**config.mk**
```make
export PLATFORM = sky130hd
export DESIGN_NAME = vsw_ram_writer
export DESIGN_NICKNAME = d
export VERILOG_FILES = /design/src/inc/vsw_pkg.sv /design/src/verilog/vsw_ram_writer.sv /design/src/verilog/vsw_serial_rx.sv
export SDC_FILE = /design/constraint.sdc
export NUM_CORES = 1
export LEC_CHECK = 0
export ABC_AREA = 1
export BUFFER_PORTS_ARGS = -buffer_cell sky130_fd_sc_hd__clkbuf_2
export CAP_MARGIN = 25
export CORE_UTILIZATION = 25
export DETAILED_ROUTE_END_ITERATION = 7
export PLACE_DENSITY = 0.4
export SLEW_MARGIN = 20
export SYNTH_ARGS = -nofsm -noshare
export SYNTH_HDL_FRONTEND = slang
export SYNTH_SLANG_ARGS = --single-unit
```
**constraint.sdc**
```tcl
create_clock -name i_core_clk -period 2.4 [get_ports i_core_clk]
set_clock_uncertainty 0.15 [all_clocks]
set_input_delay 0.48 -clock i_core_clk [delete_from_list [all_inputs] [get_ports i_core_clk]]
set_output_delay 0.48 -clock i_core_clk [all_outputs]
set_load 0.01 [all_outputs]
```
**src/inc/vsw_pkg.sv**
```systemverilog
/*
 * constants, command codes, reset values and carrier types for the serial
 * command receiver and display ram writer of a 5x7 dot, 16-digit display.
 * assumes one core clock; the serial data, shift clock and select pins are asynchronous to it.
 */
package vsw_pkg;

    // ****************************************************************
    // command codes (byte bits 7:4)
    // ****************************************************************
    localparam logic [3:0] CMD_CHAR   = 4'h1;
    localparam logic [3:0] CMD_PAT    = 4'h2;
    localparam logic [3:0] CMD_SYM    = 4'h3;
    localparam logic [3:0] CMD_PORT   = 4'h4;
    localparam logic [3:0] CMD_DUTY   = 4'h5;
    localparam logic [3:0] CMD_DIGITS = 4'h6;
    localparam logic [3:0] CMD_LIGHTS = 4'h7;

    // ****************************************************************
    // sizes, counts and reset values
    // ****************************************************************
    localparam int         NUM_DIGITS     = 16;
    localparam int         PAT_ENTRIES    = 8;
    localparam int         PAT_DOTS       = 35;
    localparam int         PAT_ROWS       = 7;
    localparam int         PAT_COLS       = 5;
    localparam logic [2:0] LAST_BIT       = 3'h7;
    localparam logic [2:0] LAST_COL       = 3'h4;
    localparam logic [7:0] ROM_FIRST_CODE = 8'h08;
    localparam logic [3:0] FULL_SCAN_LAST = 4'hf;
    localparam logic [3:0] PART_SCAN_BASE = 4'h7;
    localparam logic [3:0] ADDR4_RST      = 4'h0;
    localparam logic [2:0] ADDR3_RST      = 3'h0;
    localparam logic [2:0] DUTY_RST       = 3'h0;
    localparam logic [2:0] DIGITS_RST     = 3'h0;
    localparam logic [1:0] GP_RST         = 2'h0;

    // ****************************************************************
    // types
    // ****************************************************************
    typedef enum logic [1:0] {
        MODE_CMD  = 2'b00,
        MODE_CHAR = 2'b01,
        MODE_PAT  = 2'b10,
        MODE_SYM  = 2'b11
    } vsw_mode_t;

    typedef struct packed {
        logic       frame;
        logic       valid;
        logic [7:0] data;
    } vsw_byte_t;

    typedef struct packed {
        logic [1:0] gp;
        logic [2:0] duty;
        logic [2:0] digits;
        logic       lights_on;
        logic       lights_off;
    } vsw_settings_t;

endpackage : vsw_pkg

```
**src/verilog/vsw_ram_writer.sv**
```systemverilog
/*
 * command decoder, display rams, settings and per-digit output stage.
 * assumes an outside scan sequencer drives i_scan_digit on i_core_clk and
 * a combinational fixed pattern rom answers o_rom_code on i_rom_pattern.
 */
module vsw_ram_writer (
    input  wire logic        i_core_clk,
    input  wire logic        i_resetn,
    input  wire logic        i_serial_data_in,
    input  wire logic        i_shift_clock_n,
    input  wire logic        i_chip_select_n,
    input  wire logic [3:0]  i_scan_digit,
    input  wire logic [34:0] i_rom_pattern,
    output logic      [7:0]  o_rom_code,
    output logic      [34:0] o_segment_outputs,
    output logic             o_symbol_output_1,
    output logic             o_symbol_output_2,
    output logic      [15:0] o_grid_outputs,
    output logic             o_gp_out_1,
    output logic             o_gp_out_2,
    output logic      [2:0]  o_duty_bits,
    output logic      [2:0]  o_digit_count_bits
);

    // ****************************************************************
    // helpers
    // ****************************************************************
    function automatic logic [3:0] vsw_last_grid(input logic [2:0] cnt);
        if (cnt == 3'h0) begin
            return vsw_pkg::FULL_SCAN_LAST;
        end
        return vsw_pkg::PART_SCAN_BASE + {1'b0, cnt};
    endfunction : vsw_last_grid

    function automatic logic [34:0] vsw_col_merge(input logic [34:0] old,
                                                  input logic [2:0]  col,
                                                  input logic [6:0]  rows);
        logic [34:0] r;
        r = old;
        for (int k = 0; k < vsw_pkg::PAT_ROWS; k++) begin
            for (int c = 0; c < vsw_pkg::PAT_COLS; c++) begin
                if (col == 3'(c)) begin
                    r[vsw_pkg::PAT_COLS * k + c] = rows[k];
                end
            end
        end
        return r;
    endfunction : vsw_col_merge

    // ****************************************************************
    // serial receiver
    // ****************************************************************
    vsw_pkg::vsw_byte_t rx;

    vsw_serial_rx u_rx (
        .i_core_clk      (i_core_clk),
        .i_resetn        (i_resetn),
        .i_serial_data_in(i_serial_data_in),
        .i_shift_clock_n (i_shift_clock_n),
        .i_chip_select_n (i_chip_select_n),
        .o_rx            (rx)
    );

    // ****************************************************************
    // command decode and pointers
    // ****************************************************************
    vsw_pkg::vsw_mode_t     mode;
    vsw_pkg::vsw_mode_t     next_mode;
    logic [3:0]             char_addr;
    logic [3:0]             next_char_addr;
    logic [2:0]             pat_addr;
    logic [2:0]             next_pat_addr;
    logic [2:0]             pat_col;
    logic [2:0]             next_pat_col;
    logic [3:0]             sym_addr;
    logic [3:0]             next_sym_addr;
    vsw_pkg::vsw_settings_t set;
    vsw_pkg::vsw_settings_t next_set;
    logic                   char_we;
    logic                   pat_we;
    logic                   sym_we;
    logic [34:0]            pat_wdata;
    logic [7:0]             char_ram [vsw_pkg::NUM_DIGITS];
    logic [34:0]            pat_ram  [vsw_pkg::PAT_ENTRIES];
    logic [1:0]             sym_ram  [vsw_pkg::NUM_DIGITS];

    always_comb begin
        next_mode      = mode;
        next_char_addr = char_addr;
        next_pat_addr  = pat_addr;
        next_pat_col   = pat_col;
        next_sym_addr  = sym_addr;
        next_set       = set;
        char_we        = 1'b0;
        pat_we         = 1'b0;
        sym_we         = 1'b0;
        pat_wdata      = vsw_col_merge(pat_ram[pat_addr], pat_col, rx.data[6:0]);
        if (!rx.frame) begin
            next_mode = vsw_pkg::MODE_CMD;
        end else if (rx.valid) begin
            unique case (mode)
                vsw_pkg::MODE_CMD: begin
                    case (rx.data[7:4])
                        vsw_pkg::CMD_CHAR: begin
                            next_mode      = vsw_pkg::MODE_CHAR;
                            next_char_addr = rx.data[3:0];
                        end
                        vsw_pkg::CMD_PAT: begin
                            next_mode     = vsw_pkg::MODE_PAT;
                            next_pat_addr = rx.data[2:0];
                            next_pat_col  = 3'h0;
                        end
                        vsw_pkg::CMD_SYM: begin
                            next_mode     = vsw_pkg::MODE_SYM;
                            next_sym_addr = rx.data[3:0];
                        end
                        vsw_pkg::CMD_PORT: begin
                            next_set.gp = rx.data[1:0];
                        end
                        vsw_pkg::CMD_DUTY: begin
                            next_set.duty = rx.data[2:0];
                        end
                        vsw_pkg::CMD_DIGITS: begin
                            next_set.digits = rx.data[2:0];
                        end
                        vsw_pkg::CMD_LIGHTS: begin
                            next_set.lights_off = rx.data[0];
                            next_set.lights_on  = rx.data[1];
                        end
                        default: begin
                            next_mode = vsw_pkg::MODE_CMD;
                        end
                    endcase
                end
                vsw_pkg::MODE_CHAR: begin
                    char_we        = 1'b1;
                    next_char_addr = char_addr + 4'h1;
                end
                vsw_pkg::MODE_PAT: begin
                    pat_we = 1'b1;
                    if (pat_col == vsw_pkg::LAST_COL) begin
                        next_pat_col  = 3'h0;
                        next_pat_addr = pat_addr + 3'h1;
                    end else begin
                        next_pat_col = pat_col + 3'h1;
                    end
                end
                vsw_pkg::MODE_SYM: begin
                    sym_we        = 1'b1;
                    next_sym_addr = sym_addr + 4'h1;
                end
            endcase
        end
    end

    always_ff @(posedge i_core_clk or negedge i_resetn) begin
        if (!i_resetn) begin
            mode      <= vsw_pkg::MODE_CMD;
            char_addr <= vsw_pkg::ADDR4_RST;
            pat_addr  <= vsw_pkg::ADDR3_RST;
            pat_col   <= 3'h0;
            sym_addr  <= vsw_pkg::ADDR4_RST;
            set       <= '{gp: vsw_pkg::GP_RST, duty: vsw_pkg::DUTY_RST,
                           digits: vsw_pkg::DIGITS_RST, lights_on: 1'b0,
                           lights_off: 1'b1};
        end else begin
            mode      <= next_mode;
            char_addr <= next_char_addr;
            pat_addr  <= next_pat_addr;
            pat_col   <= next_pat_col;
            sym_addr  <= next_sym_addr;
            set       <= next_set;
        end
    end

    // ****************************************************************
    // display rams (contents not reset)
    // ****************************************************************
    always_ff @(posedge i_core_clk) begin
        if (char_we) begin
            char_ram[char_addr] <= rx.data;
        end
        if (pat_we) begin
            pat_ram[pat_addr] <= pat_wdata;
        end
        if (sym_we) begin
            sym_ram[sym_addr] <= rx.data[1:0];
        end
    end

    // ****************************************************************
    // output stage
    // ****************************************************************
    logic [3:0]  digit_q;
    logic [3:0]  next_digit_q;
    logic [7:0]  next_rom_code;
    logic [34:0] next_seg;
    logic        next_sym1;
    logic        next_sym2;
    logic [15:0] next_grid;
    logic [34:0] pattern;
    logic [15:0] grid_sel;
    logic [3:0]  last_grid;

    assign last_grid = vsw_last_grid(set.digits);

    for (genvar g = 0; g < vsw_pkg::NUM_DIGITS; g++) begin : g_grid
        assign grid_sel[g] = digit_q == 4'(g) && digit_q <= last_grid;
    end

    always_comb begin
        next_digit_q  = i_scan_digit;
        next_rom_code = char_ram[i_scan_digit];
        if (o_rom_code < vsw_pkg::ROM_FIRST_CODE) begin
            pattern = pat_ram[o_rom_code[2:0]];
        end else begin
            pattern = i_rom_pattern;
        end
        next_seg  = pattern;
        next_sym1 = sym_ram[digit_q][0];
        next_sym2 = sym_ram[digit_q][1];
        if (set.lights_on) begin
            next_seg  = '1;
            next_sym1 = 1'b1;
            next_sym2 = 1'b1;
        end else if (set.lights_off) begin
            next_seg  = '0;
            next_sym1 = 1'b0;
            next_sym2 = 1'b0;
        end
        next_grid = grid_sel;
    end

    always_ff @(posedge i_core_clk or negedge i_resetn) begin
        if (!i_resetn) begin
            digit_q            <= 4'h0;
            o_rom_code         <= 8'h00;
            o_segment_outputs  <= '0;
            o_symbol_output_1  <= 1'b0;
            o_symbol_output_2  <= 1'b0;
            o_grid_outputs     <= 16'h0000;
            o_gp_out_1         <= 1'b0;
            o_gp_out_2         <= 1'b0;
            o_duty_bits        <= vsw_pkg::DUTY_RST;
            o_digit_count_bits <= vsw_pkg::DIGITS_RST;
        end else begin
            digit_q            <= next_digit_q;
            o_rom_code         <= next_rom_code;
            o_segment_outputs  <= next_seg;
            o_symbol_output_1  <= next_sym1;
            o_symbol_output_2  <= next_sym2;
            o_grid_outputs     <= next_grid;
            o_gp_out_1         <= set.gp[0];
            o_gp_out_2         <= set.gp[1];
            o_duty_bits        <= set.duty;
            o_digit_count_bits <= set.digits;
        end
    end

    // ****************************************************************
    // checks
    // ****************************************************************
    a_char_addr_step: assert property (@(posedge i_core_clk) disable iff (!i_resetn)
        rx.frame && rx.valid && mode == vsw_pkg::MODE_CHAR
        |=> char_addr == $past(char_addr) + 4'h1 && mode == vsw_pkg::MODE_CHAR)
        else $error("char code address did not advance");
    a_pat_entry_wrap: assert property (@(posedge i_core_clk) disable iff (!i_resetn)
        rx.frame && rx.valid && mode == vsw_pkg::MODE_PAT && pat_col == 3'h4
        |=> pat_col == 3'h0 && pat_addr == $past(pat_addr) + 3'h1)
        else $error("pattern address did not advance after fifth column");
    a_sym_addr_step: assert property (@(posedge i_core_clk) disable iff (!i_resetn)
        rx.frame && rx.valid && mode == vsw_pkg::MODE_SYM
        |=> sym_addr == $past(sym_addr) + 4'h1)
        else $error("symbol address did not advance");
    a_frame_to_cmd: assert property (@(posedge i_core_clk) disable iff (!i_resetn)
        !rx.frame |=> mode == vsw_pkg::MODE_CMD)
        else $error("deselect left a data mode open");
    a_duty_load: assert property (@(posedge i_core_clk) disable iff (!i_resetn)
        rx.frame && rx.valid && mode == vsw_pkg::MODE_CMD && rx.data[7:4] == 4'h5
        |=> ##1 o_duty_bits == $past(rx.data[2:0], 2))
        else $error("duty command not applied");
    a_port_load: assert property (@(posedge i_core_clk) disable iff (!i_resetn)
        rx.frame && rx.valid && mode == vsw_pkg::MODE_CMD && rx.data[7:4] == 4'h4
        |=> ##1 {o_gp_out_2, o_gp_out_1} == $past(rx.data[1:0], 2))
        else $error("port command not applied");
    a_lights_on_wins: assert property (@(posedge i_core_clk) disable iff (!i_resetn)
        set.lights_on |=> o_segment_outputs == '1 && o_symbol_output_1 && o_symbol_output_2)
        else $error("all lights on not forced high");
    a_lights_off_low: assert property (@(posedge i_core_clk) disable iff (!i_resetn)
        set.lights_off && !set.lights_on
        |=> o_segment_outputs == '0 && !o_symbol_output_1 && !o_symbol_output_2)
        else $error("lights off not forced low");
    a_grid_limit: assert property (@(posedge i_core_clk) disable iff (!i_resetn)
        digit_q > vsw_last_grid(set.digits) |=> o_grid_outputs == 16'h0000)
        else $error("grid beyond digit count driven");
    a_other_cmd_idle: assert property (@(posedge i_core_clk) disable iff (!i_resetn)
        rx.frame && rx.valid && mode == vsw_pkg::MODE_CMD && (rx.data[7:4] == 4'h0
        || rx.data[7:4] > 4'h7) |=> set == $past(set) && mode == vsw_pkg::MODE_CMD)
        else $error("unknown command changed state");

    logic cmd_take;

    assign cmd_take = rx.frame && rx.valid && mode == vsw_pkg::MODE_CMD;

    a_char_cmd_enter: assert property (@(posedge i_core_clk) disable iff (!i_resetn)
        cmd_take && rx.data[7:4] == vsw_pkg::CMD_CHAR
        |=> mode == vsw_pkg::MODE_CHAR && char_addr == $past(rx.data[3:0]))
        else $error("char code command did not open char mode");
    a_pat_cmd_enter: assert property (@(posedge i_core_clk) disable iff (!i_resetn)
        cmd_take && rx.data[7:4] == vsw_pkg::CMD_PAT
        |=> mode == vsw_pkg::MODE_PAT && pat_addr == $past(rx.data[2:0]) && pat_col == 3'h0)
        else $error("pattern command did not open pattern mode");
    a_sym_cmd_enter: assert property (@(posedge i_core_clk) disable iff (!i_resetn)
        cmd_take && rx.data[7:4] == vsw_pkg::CMD_SYM
        |=> mode == vsw_pkg::MODE_SYM && sym_addr == $past(rx.data[3:0]))
        else $error("symbol command did not open symbol mode");
    a_pat_col_step: assert property (@(posedge i_core_clk) disable iff (!i_resetn)
        rx.frame && rx.valid && mode == vsw_pkg::MODE_PAT && pat_col != vsw_pkg::LAST_COL
        |=> pat_col == $past(pat_col) + 3'h1 && pat_addr == $past(pat_addr))
        else $error("pattern column did not step");
    a_char_store: assert property (@(posedge i_core_clk) disable iff (!i_resetn)
        char_we |=> char_ram[$past(char_addr)] == $past(rx.data))
        else $error("char code byte not stored");
    a_sym_store: assert property (@(posedge i_core_clk) disable iff (!i_resetn)
        sym_we |=> sym_ram[$past(sym_addr)] == $past(rx.data[1:0]))
        else $error("symbol bits not stored");
    a_grid_select: assert property (@(posedge i_core_clk) disable iff (!i_resetn)
        digit_q <= vsw_last_grid(set.digits) |=> o_grid_outputs == 16'h0001 << $past(digit_q))
        else $error("grid output does not match scanned digit");
    a_digits_load: assert property (@(posedge i_core_clk) disable iff (!i_resetn)
        cmd_take && rx.data[7:4] == vsw_pkg::CMD_DIGITS
        |=> ##1 o_digit_count_bits == $past(rx.data[2:0], 2))
        else $error("digit count command not applied");
    a_lights_load: assert property (@(posedge i_core_clk) disable iff (!i_resetn)
        cmd_take && rx.data[7:4] == vsw_pkg::CMD_LIGHTS
        |=> set.lights_off == $past(rx.data[0]) && set.lights_on == $past(rx.data[1]))
        else $error("all lights command not applied");
    a_lights_keep_port: assert property (@(posedge i_core_clk) disable iff (!i_resetn)
        cmd_take && rx.data[7:4] == vsw_pkg::CMD_LIGHTS |=> set.gp == $past(set.gp))
        else $error("all lights command changed the general outputs");

endmodule : vsw_ram_writer

```
**src/verilog/vsw_serial_rx.sv**
```systemverilog
/*
 * serial byte receiver: synchronises data, shift clock and select pins,
 * finds shift clock rising edges and assembles bytes lsb first.
 * assumes the pins are asynchronous to i_core_clk and far slower.
 */
module vsw_serial_rx (
    input  wire logic          i_core_clk,
    input  wire logic          i_resetn,
    input  wire logic          i_serial_data_in,
    input  wire logic          i_shift_clock_n,
    input  wire logic          i_chip_select_n,
    output vsw_pkg::vsw_byte_t o_rx
);

    // ****************************************************************
    // synchroniser and shift state
    // ****************************************************************
    logic [2:0]         sync1;
    logic [2:0]         sync2;
    logic               clk_prev;
    logic [7:0]         shift;
    logic [2:0]         count;
    logic [2:0]         next_sync1;
    logic [2:0]         next_sync2;
    logic               next_clk_prev;
    logic [7:0]         next_shift;
    logic [2:0]         next_count;
    vsw_pkg::vsw_byte_t next_rx;
    logic               rise;

    always_comb begin
        next_sync1    = {i_chip_select_n, i_shift_clock_n, i_serial_data_in};
        next_sync2    = sync1;
        next_clk_prev = sync2[1];
        rise          = sync2[1] & ~clk_prev;
        next_shift    = shift;
        next_count    = count;
        next_rx       = '{frame: ~sync2[2], valid: 1'b0, data: o_rx.data};
        if (sync2[2]) begin
            next_count = 3'h0;
        end else if (rise) begin
            next_shift = {sync2[0], shift[7:1]};
            next_count = count + 3'h1;
            if (count == vsw_pkg::LAST_BIT) begin
                next_rx.valid = 1'b1;
                next_rx.data  = {sync2[0], shift[7:1]};
            end
        end
    end

    always_ff @(posedge i_core_clk or negedge i_resetn) begin
        if (!i_resetn) begin
            sync1    <= 3'h7;
            sync2    <= 3'h7;
            clk_prev <= 1'b1;
            shift    <= 8'h00;
            count    <= 3'h0;
            o_rx     <= '0;
        end else begin
            sync1    <= next_sync1;
            sync2    <= next_sync2;
            clk_prev <= next_clk_prev;
            shift    <= next_shift;
            count    <= next_count;
            o_rx     <= next_rx;
        end
    end

    // ****************************************************************
    // checks
    // ****************************************************************
    a_byte_after_eight: assert property (@(posedge i_core_clk) disable iff (!i_resetn)
        o_rx.valid |-> $past(count) == 3'h7 && $past(rise) && count == 3'h0)
        else $error("byte strobe without eighth bit");
    a_deselect_clears: assert property (@(posedge i_core_clk) disable iff (!i_resetn)
        sync2[2] |=> count == 3'h0 && !o_rx.valid && !o_rx.frame)
        else $error("deselect did not drop partial byte");
    a_count_on_edge: assert property (@(posedge i_core_clk) disable iff (!i_resetn)
        (count != $past(count)) && count != 3'h0 |-> $past(rise))
        else $error("bit counted without a rising shift edge");

endmodule : vsw_serial_rx
```
# After elaboration in Yosys (flattened, before gate mapping)
# Memories as Yosys holds them, arrays and structs flattened. A register that Yosys moved wholly into a read port is not among the register bits.
# Cells that the tools add are included.
# word_totals
regBits	119
ramBits	440
inputBits	44
output_inout_bits	69
word_cells	204
mem_count	3
# memory_table
memory	depth	word_bits	read_ports	rd_clocked_by_memory_dff	wr	line	text
pat_ram	8	35	1	0	1	vsw_ram_writer.sv:84	logic [34:0] pat_ram [vsw_pkg::PAT_ENTRIES];
char_ram	16	8	1	1	1	vsw_ram_writer.sv:83	logic [7:0] char_ram [vsw_pkg::NUM_DIGITS];
sym_ram	16	2	1	0	1	vsw_ram_writer.sv:85	logic [1:0] sym_ram [vsw_pkg::NUM_DIGITS];
# op_classes
n_addsub	6
magnitude_cmp	2
eq_ne	42
muxes	79
n_bitwise	3
reduce_logical	42
# ops
op	n
2-to-1 mux 35 bit	3
2-to-1 mux 1 bit	55
equality test 4 x 3 -> 1 bit (second input constant)	8
equality test 4 bit (second input constant)	8
AND reduction 4 bit	7
2-to-1 mux 9 bit	3
2-to-1 mux 3 bit	6
equality test 4 x 2 -> 1 bit (second input constant)	4
logical AND 1 bit	16
2-to-1 mux 4 bit	4
case mux 4 bit (2 select lines)	2
case mux 3 bit (2 select lines)	2
AND reduction 2 bit	6
adder 3 x 1 -> 3 bit (second input constant)	3
adder 4 x 1 -> 4 bit (second input constant)	2
equality test 4 x 1 -> 1 bit (second input constant)	2
< comparator 8 x 4 -> 1 bit (second input constant)	1
!= test 2 bit (second input constant)	4
case mux 2 bit (4 select lines)	1
nonzero test 2 bit	4
equality test 3 x 2 -> 1 bit (second input constant)	2
equality test 3 bit (second input constant)	2
zero test 3 bit	2
2-to-1 mux 2 bit	3
15 further kinds	24

# Longest topological paths before layout
# Gate-level depths: netlist (run 1).
# depth
ltp_word	7
depth_mapped	10
ltp_nobuf	9

# Cells and area by module
# From an unflattened synthesis (run 1), not the netlist that was laid out.
# unflattened
cells_unflattened	2010
area_unflattened_um2	23095.9
# modules_own_cells
mod	n_inst	cells_each	area_each_um2
vsw_ram_writer	1	1915	22081.2
vsw_serial_rx	1	95	1014.7

# Least setup slack after synthesis (run 1)
# No wires, ideal clock.
# synth_timing
path_type	reg-to-reg
startpoint	register u_rx.o_rx[5] (netlist name)
endpoint	register pat_addr[0]
setup_ns	0.076
arrival_ns	1.912
required_ns	2.174
setup_slack_ns	0.261
path_stages_with_launch	9
n_path_buf	0
path_cell_list	dfrtp_1 -> inv_1 -> nor2_1 -> nand2_1 -> nand2_1 -> nand3_1 -> nor2_1 -> nand2_1 -> o21ai_1
# synth_between
elab_chain_cells	3
# synth_lines
element	line	text
from (decl)	vsw_serial_rx.sv:12	output vsw_pkg::vsw_byte_t o_rx
from (signal assigned)	vsw_serial_rx.sv:65	o_rx <= next_rx;
equality test 4 x 2 -> 1 bit	vsw_ram_writer.sv:103	case (rx.data[7:4])
!= test 2 x 1 -> 1 bit (no line)	-	
AND reduction 5 bit (no line)	-	
to (signal assigned)	vsw_ram_writer.sv:160	pat_addr <= vsw_pkg::ADDR3_RST;
to (signal assigned)	vsw_ram_writer.sv:169	pat_addr <= next_pat_addr;
to (decl)	vsw_ram_writer.sv:71	logic [2:0] pat_addr;
# Every way passes these cells.
# A chain may end at the register's enable or synchronous reset.

# Final worst setup path (run 1)
# layout_timing
startpoint	register o_rom_code[1], read port of char_ram
endpoint	output o_rom_code[1]
# layout_rtl
element	line	text
from (decl)	vsw_ram_writer.sv:14	output logic [7:0] o_rom_code,
# No word-level cell between the ends.

==> reports/qor.txt, run 1 <==
=================================================================================================
Run status                                                                           complete, no violations
Clock group share of total power                                                            0.435
Area enclosed by the die boundary                                                    93,500 sq um
Vias                                                                                       15,205
Area growth from synthesis to layout                                                        21.8%
Psw                                                                                     0.00496 W
Number of global-route vias before repair                                                  15,469
Pin count of the biggest net entering global routing                                           64
Number of cell instances on the worst register-to-register path                                 8
Clk_lat worst skew                                                                         640 ps
WS Path Type                                                                           reg -> out
Min-Delay Startpoint                                                                 i_rom_pattern[30]
Post-DRT Antenna Nets                                                                           0
Final Cycle Share                                                                           0.932
Sink Count                                                                                    566
Number of distinct library cell variants in the gate-level netlist after synthesis             37
Cell type with the largest total area after synthesis                                sky130_fd_sc_hd__edfxtp_1
Clock Tree Buf Depth                                                                            3
Largest driver fanout on the critical path                                                     36
Data required time of the critical path                                                   1770 ps
Num rows                                                                                      111
End of the worst register-to-register path                                           o_grid_outputs[15]$_DFF_PN0_
ANT cells                                                                                       0
Max-slew headroom                                                                           0.385
Category of the worst setup path capture point                                         output pin
Final worst slack                                                                          164 ps
Net switching share of the total power                                                      0.231
Post-Synthesis Cell Area                                                             23,100 sq um
Comb pwr share                                                                              0.070
Part of the total power dissipated in sequential elements                                   0.495
Number of cells on the worst hold path                                                          4
Design internal power                                                                    0.0165 W
Async S/R FF share, synth                                                                   0.223
Leading post-synthesis cells by cell area                                            sky130_fd_sc_hd__edfxtp_1 (57%), sky130_fd_sc_hd__dfrtp_1 (13%), sky130_fd_sc_hd__nand2_1 (9.2%)
Global-route wire length before repair                                                    99.2 mm
Pre-Repair DR Iteration Count                                                                   5
Final Max Slew Viols                                                                            0
Detailed placer's ending HPWL                                                             42.3 mm
Grt ovf                                                                                         0
Instance count of the mapped netlist                                                        2,007
Root buf cell                                                                        sky130_fd_sc_hd__clkbuf_16
Fraction of the yosys area taken by sequential cells                                        0.710
Most frequent standard cell in the layout excluding fill and tap cells               sky130_fd_sc_hd__nand2_1
EDFF count, synth                                                                             440
Share of final-layout standard cells stronger than drive strength 1                         0.159
Number of buffers added by the clock tree synthesis step                                       61
Worst hold path class                                                                   in -> reg
Fmax                                                                                    0.447 GHz
Highest-count cells in the layout ignoring fill and taps                             sky130_fd_sc_hd__nand2_1 (567), sky130_fd_sc_hd__edfxtp_1 (440), sky130_fd_sc_hd__nand3_1 (314)
Most common flop cell mapped by yosys                                                sky130_fd_sc_hd__edfxtp_1
Number of nets in the synthesized netlist                                                   2,073
Number of nets in the finished design                                                       2,307
Setup repair after global routing missed its margin                                            no
Postcts setup bufs                                                                              0
Hold Path Sink                                                                       o_segment_outputs[30]$_DFF_PN0_
Antenna violations before repair                                                                1
Total of buffers placed on input and output ports                                             112
Routed length per instance                                                                18.9 um
Max-cap violations                                                                              0
Number of design-rule violations left by the first detailed-router iteration                1,035
Flop and latch count out of synthesis                                                         566
TritonCTS clock tree                                                                        built
Post-place setup slack                                                                     189 ps
Largest voltage drop on the vdd net                                                      0.556 mV
Routability cong.                                                                           0.761
Arrival time at the worst endpoint                                                        1610 ps
Synthesized area divided by synthesized cell count                                     11.5 sq um
Syn. warnings                                                                                   0
Chip width                                                                                 306 um
CTS clock-pin slew for the worst setup and hold paths                                       60 ps
Starting utilization of the core area                                                       0.252
Total power divided by cell area                                                      763 nW/um^2
Wirelength, routed                                                                        65.8 mm
Overall global routing resource usage                                                       0.141
Number of endpoints failing setup at the final stage                                            0
Slew at the pin with the worst max-slew slack                                              923 ps
Area fraction of the dominant cell type after synthesis                                     0.573
Crit path launch type                                                                        flop
Total I/O pin count                                                                           113
Placeable Area                                                                       91,500 sq um
DRC viols                                                                                       0
Vias per Instance                                                                            4.37
Final TNS setup                                                                              0 ps
Htree depth                                                                                     2
Critical R2R Launch                                                                  set[2]$_DFFE_PN0P_
Reg-to-reg setup timing slack                                                              230 ps
Die span in y                                                                              306 um
P_leak                                                                                    11.0 nW
Post-route minimum period                                                                 2240 ps
Fin. Hold Viols                                                                                 0
=================================================================================================
[kinds of logic (layout without fill, tap and decap cells)]
kind of cell,count (synthesis),count (layout),synth area share
mux,1,1,0.000434
fa+ha+maj,22,22,0.0119
buf+inv,223,509,0.0432
simple gates,980,980,0.179
flops,566,566,0.710
xor+xnor,5,5,0.00190
compound gates,210,210,0.0542
[cell usage after synthesis (23+ instances only)]
library cell                 n
sky130_fd_sc_hd__o211ai_1   35
sky130_fd_sc_hd__dfrtp_1   118
sky130_fd_sc_hd__o21ai_0    72
sky130_fd_sc_hd__a21oi_1    50
sky130_fd_sc_hd__nand2_1   567
sky130_fd_sc_hd__nor2_1     88
sky130_fd_sc_hd__clkbuf_1   27
sky130_fd_sc_hd__o21a_1     36
sky130_fd_sc_hd__nand3_1   314
sky130_fd_sc_hd__inv_1     114
sky130_fd_sc_hd__buf_4      23
sky130_fd_sc_hd__edfxtp_1  440
sky130_fd_sc_hd__buf_2      39
[worst max-delay path, stage by stage (launching register included)]
cell	delay (ps)
sky130_fd_sc_hd__dfrtp_1	380
sky130_fd_sc_hd__buf_6	340
sky130_fd_sc_hd__clkbuf_2	260
[what timing repair did]
item | 4_1_cts | 5_1_grt
resized for setup | 1 | 2
endpoints found under the setup margin | 1 | 1
hold buffers | 28 | 0
hold endpoints to repair | 61 | 0
[flip-flops by register name (all words and copies together), names as in the netlist, 8 cells and up]
name,cells
o_segment_outputs,35
pat_ram,280
char_ram,128
o_grid_outputs,16
o_rom_code,8
u_rx.o_rx,10
set,10
sym_ram,32
[per-layer routing]
| metal | wire [um] | up-vias | GRT usage |
|---|---|---|---|
| li1 | - | 7388 | - |
| met1 | 31300 | 7413 | 0.197 |
| met2 | 29900 | 332 | 0.224 |
| met3 | 3450 | 72 | 0.0284 |
| met4 | 1150 | 0 | 0.0341 |
| met5 | 0 | - | 0 |
[through the flow]
| step | cell area [sq um] | hold slack [ps] | cells | power, W | util |
|---|---|---|---|---|---|
| 6_report | 28100 | 34.5 | 3479 | 0.0215 | 0.307 |
| 3_5_place_dp | 25800 | 199 | 3336 | 0.0123 | 0.282 |
| 4_1_cts | 28100 | 5.34 | 3479 | 0.0217 | 0.307 |
| 5_1_grt | 28100 | 34.0 | 3479 | 0.0223 | 0.307 |
| 3_3_place_gp | 25800 | 198 | 3336 | 0.0123 | 0.282 |
| 2_1_floorplan | 23100 | 34.4 | 2007 | 0.0117 | - |
[power by group through the flow]
stage | Combinational [W] | Sequential, W | Clock, W
6_report | 0.00150 | 0.0106 | 0.00934
5_1_grt | 0.00169 | 0.0106 | 0.00998
4_1_cts | 0.00153 | 0.0106 | 0.00960
3_5_place_dp | 0.00149 | 0.0108 | 0
3_3_place_gp | 0.00149 | 0.0108 | 0
2_1_floorplan | 0.000858 | 0.0108 | 0
[cell type report]
type,count,area (sq um)
multi-input combinational,1218,5720
inverter,124,468
sequential,566,16400
clock buffer,74,1620
clock inverter,41,363
tap,1186,1480
timing repair buffer,270,2080
fill,9310,63400
[worst max path at each step]
stage	slack, ps	to	startpoint
after floorplan	260	pat_addr[0]$_DFFE_PN0P_	u_rx.o_rx[5]$_DFFE_PN0P_
after global routing	30	o_rom_code[1]	o_rom_code[1]$_DFF_PN0_
after detailed placement	190	o_grid_outputs[15]$_DFF_PN0_	set[2]$_DFFE_PN0P_
final	160	o_rom_code[1]	o_rom_code[1]$_DFF_PN0_
after global placement	250	o_grid_outputs[15]$_DFF_PN0_	set[2]$_DFFE_PN0P_
after CTS	80	o_rom_code[1]	o_rom_code[1]$_DFF_PN0_
(Power assumes the default switching activity.)
==> run 2: changes to the inputs <==
- clock period: 2.4 -> 2.15 ns (I/O delays scaled with it)
==> run 2 against run 1 <==
  * Flip-flop and latch count did not move
  * Clock power rose by 5.0%
  * Die area did not move
==> reports/qor.txt, run 2 (synthesized netlist as in run 1, its figures left out) <==
===========================================================================================
Pin count of the biggest net entering global routing                                     98
Data required time of the critical path                                             2540 ps
Pre-Repair DR Iteration Count                                                             7
CTS clock-pin slew for the worst setup and hold paths                                 60 ps
CP Cell Sequence                                                               inv_1 > ha_1 > a21boi_0 > ha_1 > a21oi_1 > o21ai_2 > buf_6 > a21oi_1
Number of global-route vias before repair                                            15,515
Die span in y                                                                        306 um
Largest driver fanout on the critical path                                               15
Reg-to-reg setup timing slack                                                        110 ps
Slowest library cell on the worst path                                         sky130_fd_sc_hd__dfrtp_1
Detailed placer's ending HPWL                                                       41.1 mm
Most frequent standard cell in the layout excluding fill and tap cells         sky130_fd_sc_hd__nand2_1
Arrival time at the worst endpoint                                                  2430 ps
Placed inst area                                                               25,800 sq um
Post-DRT Antenna Nets                                                                     0
Number of endpoints failing setup at the final stage                                      0
Routed length per instance                                                          18.8 um
Run status                                                                     complete, no violations
Highest-count cells in the layout ignoring fill and taps                       sky130_fd_sc_hd__nand2_1 (567), sky130_fd_sc_hd__edfxtp_1 (440), sky130_fd_sc_hd__nand3_1 (312)
Clk_lat worst skew                                                                   630 ps
Starting utilization of the core area                                                 0.252
Number of cell instances on the worst register-to-register path                           8
Final Cycle Share                                                                     0.947
Fin. Hold Viols                                                                           0
Slew at the pin with the worst max-slew slack                                        891 ps
Total of buffers placed on input and output ports                                       112
Num rows                                                                                111
Wirelength, routed                                                                  65.5 mm
Total I/O pin count                                                                     113
Total power divided by cell area                                                830 nW/um^2
Clock Tree Buf Depth                                                                      3
Final worst slack                                                                    114 ps
Global-route wire length before repair                                              98.6 mm
Min-Delay Startpoint                                                           i_rom_pattern[22]
Grt ovf                                                                                   0
Area enclosed by the die boundary                                              93,500 sq um
P_leak                                                                              11.0 nW
Number of nets in the finished design                                                 2,310
Htree depth                                                                               2
Largest voltage drop on the vdd net                                                0.614 mV
Placeable Area                                                                 91,500 sq um
Worst hold slack                                                                    36.2 ps
Max-slew headroom                                                                     0.406
Post-place setup slack                                                              47.7 ps
Largest registers in the final layout                                          pat_ram (280), char_ram (128), o_segment_outputs (35)
WS Path Type                                                                     reg -> reg
Chip width                                                                           306 um
Critical R2R Launch                                                            set[3]$_DFFE_PN0P_
Final design area excluding fillers                                            28,100 sq um
Design Power                                                                       0.0233 W
Antenna violations before repair                                                          2
Crit path launch type                                                                  flop
Post-route minimum period                                                           2040 ps
Number of cells on the worst hold path                                                    4
Overall global routing resource usage                                                 0.140
Max-cap violations                                                                        0
Area growth from synthesis to layout                                                  21.7%
Vias                                                                                 15,363
Number of buffers added by the clock tree synthesis step                                 61
Routability cong.                                                                     0.749
ANT cells                                                                                 0
Worst hold path class                                                             in -> reg
TritonCTS clock tree                                                                  built
Number of design-rule violations left by the first detailed-router iteration            998
End of the worst register-to-register path                                     o_grid_outputs[10]$_DFF_PN0_
Vias per Instance                                                                      4.42
Final Max Slew Viols                                                                      0
Hold Path Sink                                                                 o_segment_outputs[22]$_DFF_PN0_
Fmax                                                                              0.491 GHz
Sink Count                                                                              566
DRC viols                                                                                 0
Top reg by flops                                                                    pat_ram
Number of flip-flops in the largest register                                            280
Final TNS setup                                                                        0 ps
Share of final-layout standard cells stronger than drive strength 1                   0.158
Category of the worst setup path capture point                                         flop
Root buf cell                                                                  sky130_fd_sc_hd__clkbuf_16
Max stage delay on crit path                                                         410 ps
===========================================================================================
==> run 2: cell types whose count changed in the layout (fill, tap and decap cells not counted), sizes merged <==
cell,delta
clkinvlp,-1
buf,-4
inv,+1
clkbuf,+14
dlygate4sd3,+6
bufbuf,+1
clkinv,-12
bufinv,-6
==> run 2: worst max path at each step <==
stage	from	end	slack, ps	cells after the start
detailed placement	set[3]$_DFFE_PN0P_	o_grid_outputs[10]$_DFF_PN0_	50	8
CTS	o_rom_code[2]$_DFF_PN0_	o_rom_code[2]	20	2
global route	set[3]$_DFFE_PN0P_	o_grid_outputs[5]$_DFF_PN0_	-8	8
floorplan	u_rx.o_rx[5]$_DFFE_PN0P_	pat_addr[0]$_DFFE_PN0P_	10	8
finish	set[3]$_DFFE_PN0P_	o_grid_outputs[10]$_DFF_PN0_	110	8
global placement	pat_addr[2]$_DFFE_PN0P_	pat_ram[3][34]$_DFFE_PP_	80	5
==> run 2: cell type report <==
class | instances | area [sq um]
Clock buffer | 88 | 1710
Clock inverter | 23 | 138
Fill cell | 9306 | 63400
Inverter | 124 | 468
Multi-Input combinational cell | 1218 | 5720
Sequential cell | 566 | 16400
Tap cell | 1186 | 1480
Timing Repair Buffer | 273 | 2170
==> run 2: worst max-delay path: cells and delay by family, from the launching register on <==
kind	cells	cell delay [ps]
flip-flops	1	410
adder cells (fa/ha/maj)	2	550
buffers and inverters	2	230
AO/OA/AOI/OAI	4	600
==> run 2: metal layers <==
metal / share of wire / up-vias / track usage
met2: 0.47 / 297 / 0.229
met1: 0.48 / 7597 / 0.195
met3: 0.041 / 70 / 0.0203
li1: - / 7399 / -
met4: 0.016 / 0 / 0.0312
met5: 0 / - / 0
==> run 2: power by group <==
group | internal (W) | switching, W
sequential | 0.0118 | 0.0000582
combinational | 0.000584 | 0.00108
clock | 0.00549 | 0.00432
total | 0.0179 | 0.00546
==> run 2: per-stage QoR <==
stage / std cells / util
2_1_floorplan: 2007 / -
3_3_place_gp: 3329 / 0.282
3_5_place_dp: 3329 / 0.282
4_1_cts: 3476 / 0.306
5_1_grt: 3478 / 0.307
6_report: 3478 / 0.307
==> run 2: what timing repair did <==
action / 4_1_cts / 5_1_grt
pin swaps: 0 / 2
setup buffers: 1 / 2
endpoints found under the hold margin: 78 / 0
hold buffers: 34 / 0
cloned: 1 / 0
endpoints found under the setup margin: 1 / 22
resized for setup: 1 / 5
==> run 3: changes to the inputs <==
- CTS_BUF_LIST: unset -> sky130_fd_sc_hd__clkbuf_16
==> run 3 against run 2 <==
  * Non-clock buffer count stayed put
  * Final cell count unchanged
  * Total power decreased by 1.3%
  * Core utilization decreased by 0.066 points
  * Worst setup slack better by 4.3 ps
  * Clock power fell by 3.0%
  * Hold slack gained 0.77 ps
  * Sequential share of layout area is 0.13 points higher
  * Design area is 0.21% lower
  * Die area unchanged
  * First-iteration DRC count grew 12%
  * Register-to-register slack about the same
==> reports/qor.txt, run 3 (synthesized netlist as in run 1, its figures left out) <==
===========================================================================================
Run status                                                                     complete, no violations
Max stage delay on crit path                                                         410 ps
Placed inst area                                                               25,800 sq um
Data required time of the critical path                                             2540 ps
Routability cong.                                                                     0.749
WS Path Type                                                                     reg -> reg
Timing startpoint of the critical path                                         set[3]$_DFFE_PN0P_
Crit path launch type                                                                  flop
Detailed placer's ending HPWL                                                       41.1 mm
Total power divided by cell area                                                822 nW/um^2
Number of nets in the finished design                                                 2,310
Starting utilization of the core area                                                 0.252
Area enclosed by the die boundary                                              93,500 sq um
Largest registers in the final layout                                          pat_ram (280), char_ram (128), o_segment_outputs (35)
Largest voltage drop on the vdd net                                                0.623 mV
Bufs and invs on worst path                                                               2
Root buf cell                                                                  sky130_fd_sc_hd__clkbuf_16
Antenna violations before repair                                                          2
Post-Route Utilization                                                                0.306
Cell family with the largest share of critical-path delay                      compound AO/OA/AOI/OAI gates
TritonCTS clock tree                                                                  built
Pin count of the biggest net entering global routing                                     98
Clock Tree Buf Depth                                                                      3
ANT cells                                                                                 0
Sink Count                                                                              566
Largest driver fanout on the critical path                                               15
Final Cycle Share                                                                     0.945
Timing endpoint of the critical path                                           o_grid_outputs[10]$_DFF_PN0_
Category of the worst setup path capture point                                         flop
Post-DRT Antenna Nets                                                                     0
Max-cap violations                                                                        0
Post-route minimum period                                                           2030 ps
Most frequent standard cell in the layout excluding fill and tap cells         sky130_fd_sc_hd__nand2_1
Fmax                                                                              0.492 GHz
Final design area excluding fillers                                            28,000 sq um
Num rows                                                                                111
Highest-count cells in the layout ignoring fill and taps                       sky130_fd_sc_hd__nand2_1 (567), sky130_fd_sc_hd__edfxtp_1 (440), sky130_fd_sc_hd__nand3_1 (312)
Slew at the pin with the worst max-slew slack                                        898 ps
Number of global-route vias before repair                                            15,519
Area growth from synthesis to layout                                                  21.4%
Overall global routing resource usage                                                 0.140
Wirelength, routed                                                                  65.5 mm
Placeable Area                                                                 91,500 sq um
Pre-Repair DR Iteration Count                                                             7
Fin. Hold Viols                                                                           0
Htree depth                                                                               2
Max-slew headroom                                                                     0.401
Number of standard cells in the layout, taps in and fillers out                       3,478
End of the worst register-to-register path                                     o_grid_outputs[10]$_DFF_PN0_
Total I/O pin count                                                                     113
CTS clock-pin slew for the worst setup and hold paths                                 60 ps
Arrival time at the worst endpoint                                                  2420 ps
Number of cells on the worst hold path                                                    4
Clk_lat worst skew                                                                   630 ps
Die span in y                                                                        306 um
Grt ovf                                                                                   0
Number of cell instances on the worst register-to-register path                           8
Number of cells in the design after placement                                         3,329
Critical R2R Launch                                                            set[3]$_DFFE_PN0P_
DRC viols                                                                                 0
Number of design-rule violations left by the first detailed-router iteration          1,116
Total of buffers placed on input and output ports                                       112
Number of endpoints failing setup at the final stage                                      0
Vias per Instance                                                                      4.42
Total number of cells along the worst setup path                                          8
P_leak                                                                              11.0 nW
Worst hold path class                                                             in -> reg
Number of buffers added by the clock tree synthesis step                                 61
Vias                                                                                 15,360
Chip width                                                                           306 um
Share of final-layout standard cells stronger than drive strength 1                   0.155
Final Max Slew Viols                                                                      0
Reg-to-reg setup timing slack                                                        120 ps
Top reg by flops                                                                    pat_ram
Slowest library cell on the worst path                                         sky130_fd_sc_hd__dfrtp_1
Routed length per instance                                                          18.8 um
CP Cell Sequence                                                               inv_1 > ha_1 > a21boi_0 > ha_1 > a21oi_1 > o21ai_2 > buf_6 > a21oi_1
Number of flip-flops in the largest register                                            280
Global-route wire length before repair                                              98.6 mm
===========================================================================================
## run 3: changes by cell type in the layout (fill, tap and decap cells not counted), sizes merged
cell and change:
inv +21, clkinv +5, clkbuf -26
## run 3: layer usage
| layer | up-vias | track usage | share of wire |
|---|---|---|---|
| li1 | 7396 | - | - |
| met3 | 70 | 0.0203 | 0.044 |
| met2 | 312 | 0.229 | 0.47 |
| met4 | 0 | 0.0312 | 0.016 |
| met5 | - | 0 | 0 |
| met1 | 7582 | 0.196 | 0.47 |
## run 3: through the flow
stage,setup TNS [ps],hold WS (ps),setup slack [ps],total power (W)
3_3_place_gp,0,197,82.4,0.0137
6_report,0,37.0,118,0.0230
2_1_floorplan,0,-15.6,11.5,0.0130
5_1_grt,-27.7,35.1,-8.24,0.0240
3_5_place_dp,0,197,47.7,0.0137
4_1_cts,0,8.53,23.9,0.0234
## run 3: how the worst min path moves through the flow
| stage | to | slack (ps) | from |
|---|---|---|---|
| 6_report | o_segment_outputs[22]$_DFF_PN0_ | 40 | i_rom_pattern[22] |
| 2_1_floorplan | char_addr[0]$_DFFE_PN0P_ | -20 | i_resetn |
| 3_5_place_dp | u_rx.sync2[0]$_DFF_PN1_ | 200 | u_rx.next_sync2[0]$_DFF_PN1_ |
| 4_1_cts | o_segment_outputs[12]$_DFF_PN0_ | 9 | i_rom_pattern[12] |
| 5_1_grt | o_segment_outputs[22]$_DFF_PN0_ | 40 | i_rom_pattern[22] |
| 3_3_place_gp | u_rx.sync2[0]$_DFF_PN1_ | 200 | u_rx.next_sync2[0]$_DFF_PN1_ |
## run 3: report_power, final
part / switching (W) / internal [W]
Sequential: 0.0000582 / 0.0118
Clock: 0.00433 / 0.00518
Combinational: 0.00108 / 0.000584
## run 3: tightest hold or removal path: cells and delay by family
family | cells | cell delay [ps]
AO/OA/AOI/OAI | 1 | 150
AND/OR/NAND/NOR | 2 | 110
buffers and inverters | 1 | 90
## run 3: what timing repair did
action,4_1_cts,5_1_grt
setup buffers,1,2
gates resized for setup,1,5
endpoints found under the setup margin,1,22
pin swaps,0,2
hold buffers,34,0
cloned,1,0
hold endpoints to repair,78,0
## run 3: final cells by class
class                           count  area, sq um
Multi-Input combinational cell   1218         5720
Fill cell                        9317        63500
Timing Repair Buffer              273         2170
Inverter                          124          468
Clock buffer                       62         1550
Tap cell                         1186         1480
Sequential cell                   566        16400
Clock inverter                     49          235
